$ cat src/pkg/iox_pkg.sv
// constants and register map for the expander port and interrupt unit
package iox_pkg;
    localparam int PORT_W = 8;
    localparam int ADDR_W = 5;
    localparam logic [ADDR_W-1:0] OFS_PULLUP_ENABLE = 5'h06;
    localparam logic [ADDR_W-1:0] OFS_INTERRUPT_FLAGS = 5'h07;
    localparam logic [ADDR_W-1:0] OFS_INTERRUPT_CAPTURE = 5'h08;
    localparam logic [ADDR_W-1:0] OFS_PORT_VALUE = 5'h09;
    localparam logic [ADDR_W-1:0] OFS_OUTPUT_LATCH = 5'h0a;
    localparam logic [PORT_W-1:0] RST_BYTE = 8'h00;
    localparam logic [PORT_W-1:0] ALL_ONES = 8'hff;
    // host register bus: selects port A (0) or port B (1)
    localparam logic PORT_A = 1'b0;
    localparam logic PORT_B = 1'b1;
endpackage : iox_pkg

$ cat src/logic/iox_top.sv
// two-port expander register and interrupt unit
`timescale 1ns/10ps
module iox_top
    import iox_pkg::*;
(
    input wire logic clk_in,
    input wire logic rst_b_in,
    input wire logic [PORT_W-1:0] first_port_pins_in,
    input wire logic [PORT_W-1:0] second_port_pins_in,
    input wire logic [PORT_W-1:0] pin_direction_a_in,
    input wire logic [PORT_W-1:0] pin_direction_b_in,
    input wire logic [PORT_W-1:0] change_irq_enable_a_in,
    input wire logic [PORT_W-1:0] change_irq_enable_b_in,
    input wire logic [PORT_W-1:0] compare_select_a_in,
    input wire logic [PORT_W-1:0] compare_select_b_in,
    input wire logic [PORT_W-1:0] default_compare_value_a_in,
    input wire logic [PORT_W-1:0] default_compare_value_b_in,
    input wire logic mirror_in,
    input wire logic irq_open_drain_in,
    input wire logic irq_polarity_in,
    input wire logic reg_port_sel_in,
    input wire logic [ADDR_W-1:0] reg_addr_in,
    input wire logic reg_wr_en_in,
    input wire logic [PORT_W-1:0] reg_wr_data_in,
    input wire logic reg_rd_done_in,
    output logic [PORT_W-1:0] reg_rd_data_out,
    output logic [PORT_W-1:0] first_port_latch_out,
    output logic [PORT_W-1:0] second_port_latch_out,
    output logic [PORT_W-1:0] first_port_pullup_out,
    output logic [PORT_W-1:0] second_port_pullup_out,
    output logic irq_out_first_out,
    output logic irq_out_first_oe_out,
    output logic irq_out_second_out,
    output logic irq_out_second_oe_out
);
    logic [PORT_W-1:0] pa_meta_q;
    logic [PORT_W-1:0] pa_sync_q;
    logic [PORT_W-1:0] pb_meta_q;
    logic [PORT_W-1:0] pb_sync_q;
    logic [PORT_W-1:0] rd_a;
    logic [PORT_W-1:0] rd_b;
    logic [PORT_W-1:0] latch_a;
    logic [PORT_W-1:0] latch_b;
    logic [PORT_W-1:0] pu_a;
    logic [PORT_W-1:0] pu_b;
    logic irq_a;
    logic irq_b;
    logic wr_a;
    logic wr_b;
    logic done_a;
    logic done_b;
    logic act_first;
    logic act_second;
    logic lvl_first;
    logic lvl_second;
    logic oe_first;
    logic oe_second;
    logic [PORT_W-1:0] rd_sel;

    // ****************************************
    // pin synchronisers
    // ****************************************
    always_ff @(posedge clk_in or negedge rst_b_in) begin
        if (!rst_b_in) begin
            pa_meta_q <= RST_BYTE;
            pa_sync_q <= RST_BYTE;
            pb_meta_q <= RST_BYTE;
            pb_sync_q <= RST_BYTE;
        end else begin
            pa_meta_q <= first_port_pins_in;
            pa_sync_q <= pa_meta_q;
            pb_meta_q <= second_port_pins_in;
            pb_sync_q <= pb_meta_q;
        end
    end

    // ****************************************
    // port select
    // ****************************************
    assign wr_a = reg_wr_en_in && reg_port_sel_in == PORT_A;
    assign wr_b = reg_wr_en_in && reg_port_sel_in == PORT_B;
    assign done_a = reg_rd_done_in && reg_port_sel_in == PORT_A;
    assign done_b = reg_rd_done_in && reg_port_sel_in == PORT_B;

    // ****************************************
    // ports
    // ****************************************
    iox_port u_port_a (
        .clk_in(clk_in),
        .rst_b_in(rst_b_in),
        .pins_sync_in(pa_sync_q),
        .pin_direction_in(pin_direction_a_in),
        .change_irq_enable_in(change_irq_enable_a_in),
        .compare_select_in(compare_select_a_in),
        .default_compare_value_in(default_compare_value_a_in),
        .wr_en_in(wr_a),
        .wr_addr_in(reg_addr_in),
        .wr_data_in(reg_wr_data_in),
        .rd_addr_in(reg_addr_in),
        .rd_done_in(done_a),
        .rd_data_out(rd_a),
        .irq_out(irq_a),
        .latch_bits_out(latch_a),
        .pullup_active_out(pu_a)
    );

    iox_port u_port_b (
        .clk_in(clk_in),
        .rst_b_in(rst_b_in),
        .pins_sync_in(pb_sync_q),
        .pin_direction_in(pin_direction_b_in),
        .change_irq_enable_in(change_irq_enable_b_in),
        .compare_select_in(compare_select_b_in),
        .default_compare_value_in(default_compare_value_b_in),
        .wr_en_in(wr_b),
        .wr_addr_in(reg_addr_in),
        .wr_data_in(reg_wr_data_in),
        .rd_addr_in(reg_addr_in),
        .rd_done_in(done_b),
        .rd_data_out(rd_b),
        .irq_out(irq_b),
        .latch_bits_out(latch_b),
        .pullup_active_out(pu_b)
    );

    // ****************************************
    // interrupt routing and pin driver
    // ****************************************
    assign act_first = mirror_in ? (irq_a | irq_b) : irq_a;
    assign act_second = mirror_in ? (irq_a | irq_b) : irq_b;
    // open-drain: pull low only while active
    assign lvl_first = irq_open_drain_in ? 1'b0
        : (irq_polarity_in ? act_first : !act_first);
    assign lvl_second = irq_open_drain_in ? 1'b0
        : (irq_polarity_in ? act_second : !act_second);
    assign oe_first = irq_open_drain_in ? act_first : 1'b1;
    assign oe_second = irq_open_drain_in ? act_second : 1'b1;
    assign rd_sel = (reg_port_sel_in == PORT_A) ? rd_a : rd_b;

    always_ff @(posedge clk_in or negedge rst_b_in) begin
        if (!rst_b_in) begin
            reg_rd_data_out <= RST_BYTE;
            first_port_latch_out <= RST_BYTE;
            second_port_latch_out <= RST_BYTE;
            first_port_pullup_out <= RST_BYTE;
            second_port_pullup_out <= RST_BYTE;
            irq_out_first_out <= 1'b1;
            irq_out_first_oe_out <= 1'b1;
            irq_out_second_out <= 1'b1;
            irq_out_second_oe_out <= 1'b1;
        end else begin
            reg_rd_data_out <= rd_sel;
            first_port_latch_out <= latch_a;
            second_port_latch_out <= latch_b;
            first_port_pullup_out <= pu_a;
            second_port_pullup_out <= pu_b;
            irq_out_first_out <= lvl_first;
            irq_out_first_oe_out <= oe_first;
            irq_out_second_out <= lvl_second;
            irq_out_second_oe_out <= oe_second;
        end
    end
endmodule : iox_top

$ cat src/logic/iox_port.sv
// one 8-bit port: registers, compare and capture logic
`timescale 1ns/10ps
module iox_port
    import iox_pkg::*;
(
    input wire logic clk_in,
    input wire logic rst_b_in,
    input wire logic [PORT_W-1:0] pins_sync_in,
    input wire logic [PORT_W-1:0] pin_direction_in,
    input wire logic [PORT_W-1:0] change_irq_enable_in,
    input wire logic [PORT_W-1:0] compare_select_in,
    input wire logic [PORT_W-1:0] default_compare_value_in,
    input wire logic wr_en_in,
    input wire logic [ADDR_W-1:0] wr_addr_in,
    input wire logic [PORT_W-1:0] wr_data_in,
    input wire logic [ADDR_W-1:0] rd_addr_in,
    input wire logic rd_done_in,
    output logic [PORT_W-1:0] rd_data_out,
    output logic irq_out,
    output logic [PORT_W-1:0] latch_bits_out,
    output logic [PORT_W-1:0] pullup_active_out
);
    logic [PORT_W-1:0] pullup_bits_q;
    logic [PORT_W-1:0] latch_bits_q;
    logic [PORT_W-1:0] flags_q;
    logic [PORT_W-1:0] capture_bits_q;
    logic [PORT_W-1:0] prev_q;
    logic irq_q;
    logic [PORT_W-1:0] ref_val;
    logic [PORT_W-1:0] mismatch;
    logic [PORT_W-1:0] cond;
    logic clear_evt;
    logic fire;
    logic wr_pullup;
    logic wr_latch;

    // ****************************************
    // compare and event detection
    // ****************************************
    assign ref_val = (compare_select_in & default_compare_value_in)
        | (~compare_select_in & prev_q);
    assign mismatch = pins_sync_in ^ ref_val;
    assign cond = mismatch & change_irq_enable_in
        & pin_direction_in;
    assign clear_evt = rd_done_in &&
        (rd_addr_in == OFS_PORT_VALUE ||
         rd_addr_in == OFS_INTERRUPT_CAPTURE);
    // a clear with a condition still present re-fires at once
    assign fire = (|cond) && (!irq_q || clear_evt);
    assign wr_pullup = wr_en_in && wr_addr_in == OFS_PULLUP_ENABLE;
    assign wr_latch = wr_en_in && (wr_addr_in == OFS_OUTPUT_LATCH ||
        wr_addr_in == OFS_PORT_VALUE);

    // ****************************************
    // registers
    // ****************************************
    always_ff @(posedge clk_in or negedge rst_b_in) begin
        if (!rst_b_in) begin
            pullup_bits_q <= RST_BYTE;
            latch_bits_q <= RST_BYTE;
        end else begin
            if (wr_pullup) begin
                pullup_bits_q <= wr_data_in;
            end
            if (wr_latch) begin
                latch_bits_q <= wr_data_in;
            end
        end
    end

    always_ff @(posedge clk_in or negedge rst_b_in) begin
        if (!rst_b_in) begin
            irq_q <= 1'b0;
            flags_q <= RST_BYTE;
            capture_bits_q <= RST_BYTE;
            prev_q <= RST_BYTE;
        end else if (fire) begin
            irq_q <= 1'b1;
            flags_q <= cond;
            capture_bits_q <= pins_sync_in;
            prev_q <= pins_sync_in;
        end else if (clear_evt) begin
            irq_q <= 1'b0;
            flags_q <= RST_BYTE;
            prev_q <= pins_sync_in;
        end else if (!irq_q) begin
            prev_q <= pins_sync_in;
        end
    end

    // ****************************************
    // read mux and outputs
    // ****************************************
    always_comb begin
        case (rd_addr_in)
            OFS_PULLUP_ENABLE: rd_data_out = pullup_bits_q;
            OFS_INTERRUPT_FLAGS: rd_data_out = flags_q;
            OFS_INTERRUPT_CAPTURE: rd_data_out = capture_bits_q;
            OFS_PORT_VALUE: rd_data_out = pins_sync_in;
            OFS_OUTPUT_LATCH: rd_data_out = latch_bits_q;
            default: rd_data_out = RST_BYTE;
        endcase
    end

    assign irq_out = irq_q;
    assign latch_bits_out = latch_bits_q;
    assign pullup_active_out = pullup_bits_q & pin_direction_in;
endmodule : iox_port

$ cat config.mk
export PLATFORM = sky130hd
export DESIGN_NAME = iox_top
export DESIGN_NICKNAME = d
export VERILOG_FILES = /design/src/pkg/iox_pkg.sv /design/src/logic/iox_top.sv /design/src/logic/iox_port.sv
export SDC_FILE = /design/constraint.sdc
export NUM_CORES = 1
export LEC_CHECK = 0
export BUFFER_PORTS_ARGS = -buffer_cell sky130_fd_sc_hd__buf_4
export CAP_MARGIN = 20
export CORE_ASPECT_RATIO = 1.2
export CORE_UTILIZATION = 33
export DETAILED_ROUTE_END_ITERATION = 16
export GPL_TIMING_DRIVEN = 0
export PLACE_DENSITY = 0.51
export SLEW_MARGIN = 20
export SYNTH_ARGS = -nofsm -noshare
export SYNTH_HDL_FRONTEND = slang
export SYNTH_SLANG_ARGS = --single-unit
export TNS_END_PERCENT = 50
$ cat constraint.sdc
create_clock -name clk_in -period 2.34 [get_ports clk_in]
set_clock_uncertainty 0.15 [all_clocks]
set_input_delay 0.351 -clock clk_in [delete_from_list [all_inputs] [get_ports clk_in]]
set_output_delay 0.351 -clock clk_in [all_outputs]
set_load 0.02 [all_outputs]
==> metrics.md <==
| Metric | Value |
|---|---|
| Synthesis-to-finish area growth | 37.2% |
| Share of total power in combinational logic | ~16% |
| Clock transition at the registers of the reported paths | 60 ps |
| Congestion Overflow GR | 0 |
| Total die area | 0.0199 mm^2 |
| Post-route cell area | 0.00876 mm^2 |
| Hold WC Path Type | input pin to register |
| Max clock buf depth | 2 |
| Final min period | 2230 ps |
| Cell Rows | 55 |
| Sw frac | 25.0% |
| Count of different cell masters after synthesis | 34 |
| Final nets | roughly 770 |
| P_int | 5.66 mW |
| Non-filler instance count after layout | 936 |
| Top cell type's share of synthesized area | between 60% and 70% |
| Clock power share | 37.3% |
| Num Clock Sinks | 158 |
| Max Fclk | ~450 MHz |
| RePlAce Congestion | just under 0.8 |
| Worst-Margin Slew | roughly 790 ps |
| Die width | 129 um |
| Global-route wire length before repair | 25100 um |
| Yosys warns | 0 |
| RSZ-0062 raised after global routing | no |
| Initial antenna violation count | 0 |
| Total track usage | about 17% |
| Synth Area in Simple Gates | a little over a tenth |
| Pre-antenna DRT Iters | 4 |
| Worst EP required | 2500 ps |
| Hold Fails Final Rpt | 0 |
| Vias per cell | approximately 4.7 |
| Antenna diode count | 0 |
| Post-detail-place hpwl | roughly 12000 um |
| H-tree depth | 4 |
| Synth top area cells | dfrtp_1, mux2_2, mux2i_1 |
| Fill cells | 1764 |
| Num CTS Buffers | 17 |
| Dpl cells | 873 |
| Leakage | between 4 and 5 nW |
| Post-synth top area cell | dfrtp_1 |
| Post-CTS Setup Inserts | 0 |
| Fin crit share | between 90% and 100% |
| Max_slew headroom | between 40% and 50% |
| Synth Area in XOR/XNOR | 0.412% |
| Worst Path Class, Setup | input pin to register |
| Post-route DRC violation count | 0 |
| Max cap viols | 0 |
| Core Util, Final | a little under half |
| Setup total negative slack | 0 ps |
| IO Port Bufs | roughly 140 |
| Placed Area | between 0.007 and 0.008 mm^2 |
| Critical path arrival | about 2400 ps |
| Vias | ~4400 |
| Initial Utilization | 33.7% |
| Seq/Total Area, Yosys | 62.0% |
| Synthesis-stage register bit count | 158 |
| Reg power frac | 46.8% |
| Clock Tree Root | clkbuf_16 |
| Post-Route WL | 16000 um |
| # IOs | 145 |
| Synth Area in Adders | 0% |
| VDD IR max | 0.477 mV |
| Startpoint types | input pin |
| CTS tree | built |
| Syn nets | 574 |
| Outcome | finished, final reports clean |
| Switch Pwr | between 1.5 and 2 mW |
| Synth Area in Compound Gates | between 6 and 7% |
| Post-Syn Area | 0.00638 mm^2 |
| Drt initial violations | ~200 |
| Worst setup EP type | register |
| Max FO, Critical Path | 8 |
| Final count of negative-setup-slack endpoints | 0 |
| Post-Synthesis Cells | 473 |
| Number of global-route vias before repair | 4687 |
| Die Ht | 154 um |
| Core area | 0.0189 mm^2 |
| Routed Antenna Nets | 0 |
| Post-synthesis mux area share | 18.8% |
| Ratio of cells with drive above 1 in the final layout | between 30% and 40% |
| Mean post-synth cell area | 13.5 um^2 |
| Worst-Skew Late Latency | around 430 ps |
| Wire length per cell | roughly 17 um |
| Power density cells | 861 mW/mm^2 |
| Pin count of the biggest net entering global routing | 85 |
| Min Hold Slack | 14.0 ps |
| Largest family of logic cells by synthesized area | multiplexers |
| Max Slew Vio Count | 0 |
[sequential cells by signal, indices dropped and copies added (netlist names), 8 cells and up]
name,flops
first_port_latch_out,8
first_port_pullup_out,8
pa_meta_q,8
pa_sync_q,8
pb_meta_q,8
pb_sync_q,8
reg_rd_data_out,8
second_port_latch_out,8
second_port_pullup_out,8
u_port_a.capture_bits_q,8
u_port_a.flags_q,8
u_port_a.latch_bits_out,8
u_port_a.prev_q,8
u_port_a.pullup_bits_q,8
u_port_b.capture_bits_q,8
u_port_b.flags_q,8
u_port_b.latch_bits_out,8
u_port_b.prev_q,8
u_port_b.pullup_bits_q,8
[metrics by stage]
step / power, mW / setup slack (ps)
final: 7.54 / 108
after global placement: 4.68 / -299
after CTS: 7.63 / 26.4
after detailed placement: 4.73 / -427
after floorplan: 4.15 / 237
after global routing: 7.91 / 68.9
[cells in the final DEF, fill, tap and decap left out, types with 17 or more instances in the layout]
cell type,count
buf_4,144
clkbuf_16,17
nor2_1,19
nand2_1,34
mux2i_1,47
dlygate4sd3_1,31
dfrtp_1,154
mux2_2,60
nand3_1,19
[critical path, cell delays in order]
cell	delay, ps
dlygate4sd3_1	530
buf_4	110
nand3_1	70
mux2i_1	450
nor4_4	140
a21boi_4	360
mux2_2	380
[final cells by class]
type                            count  area [um^2]  share of cell area [%]
Sequential cell                   158         3960                    45.2
Multi-Input combinational cell    300         2380                    27.2
Timing Repair Buffer              175         1420                    16.2
Clock buffer                       27          533                    6.09
Tap cell                          256          320                    3.66
Clock inverter                      5         75.1                   0.857
Buffer                             15         71.3                   0.814
[power by group through the flow]
stage	Combinational, mW	Sequential, mW	Clock (mW)
2_1_floorplan	0.568	3.58	0
3_3_place_gp	1.12	3.56	0
3_5_place_dp	1.16	3.57	0
4_1_cts	1.21	3.53	2.89
5_1_grt	1.30	3.59	3.02
6_report	1.20	3.53	2.81
[per-layer routing]
| layer | up-vias | routed length [um] | GRT usage, % |
|---|---|---|---|
| met5 | - | 0 | 0 |
| met4 | 0 | 111 | 5.43 |
| met3 | 11 | 727 | 4.39 |
| met2 | 114 | 8260 | 29.5 |
| met1 | 2176 | 6930 | 20.7 |
| li1 | 2087 | - | - |
[synthesized netlist by cell type, drive strengths merged]
master / n
a2111oi: 8
a21boi: 2
a21oi: 12
a22o: 8
a22oi: 8
a31oi: 8
and2: 16
and3: 1
and4: 2
buf: 7
clkbuf: 8
dfrtp: 154
dfstp: 4
mux2: 64
mux2i: 48
nand2: 37
nand2b: 2
nand3: 20
nand3b: 17
nor2: 19
nor2b: 2
nor3b: 1
nor4: 4
nor4b: 2
o21ai: 16
xnor2: 2
xor2: 1
[kinds of logic (layout without fill, tap and decap cells)]
group	count (synthesis)	in the layout
AO/OA/AOI/OAI	62	62
XOR/XNOR	3	3
buffers and inverters	15	222
flip-flops	158	158
multiplexers	112	112
AND/OR/NAND/NOR	123	123
[final timing paths]
path	from	slack, ps	cells past startpoint	end
max in group asynchronous	rst_b_in	910	3	u_port_a.latch_bits_out[3]
min in group asynchronous	rst_b_in	300	2	pb_meta_q[1]
setup reg to reg	u_port_a.prev_q[7]	130	5	u_port_a.capture_bits_q[4]
hold reg to reg	pa_meta_q[6]	200	0	pa_sync_q[6]
hold / removal	pin_direction_b_in[2]	10	2	second_port_pullup_out[2]
setup / recovery	pin_direction_a_in[7]	110	7	u_port_a.capture_bits_q[4]
[timing repair]
item | CTS | global route
resized for setup | 0 | 8
endpoints found under the hold margin | 102 | 0
setup endpoints to repair | 0 | 8
hold buffers | 31 | 0
No activity file was read; power rests on OpenSTA's default activity.
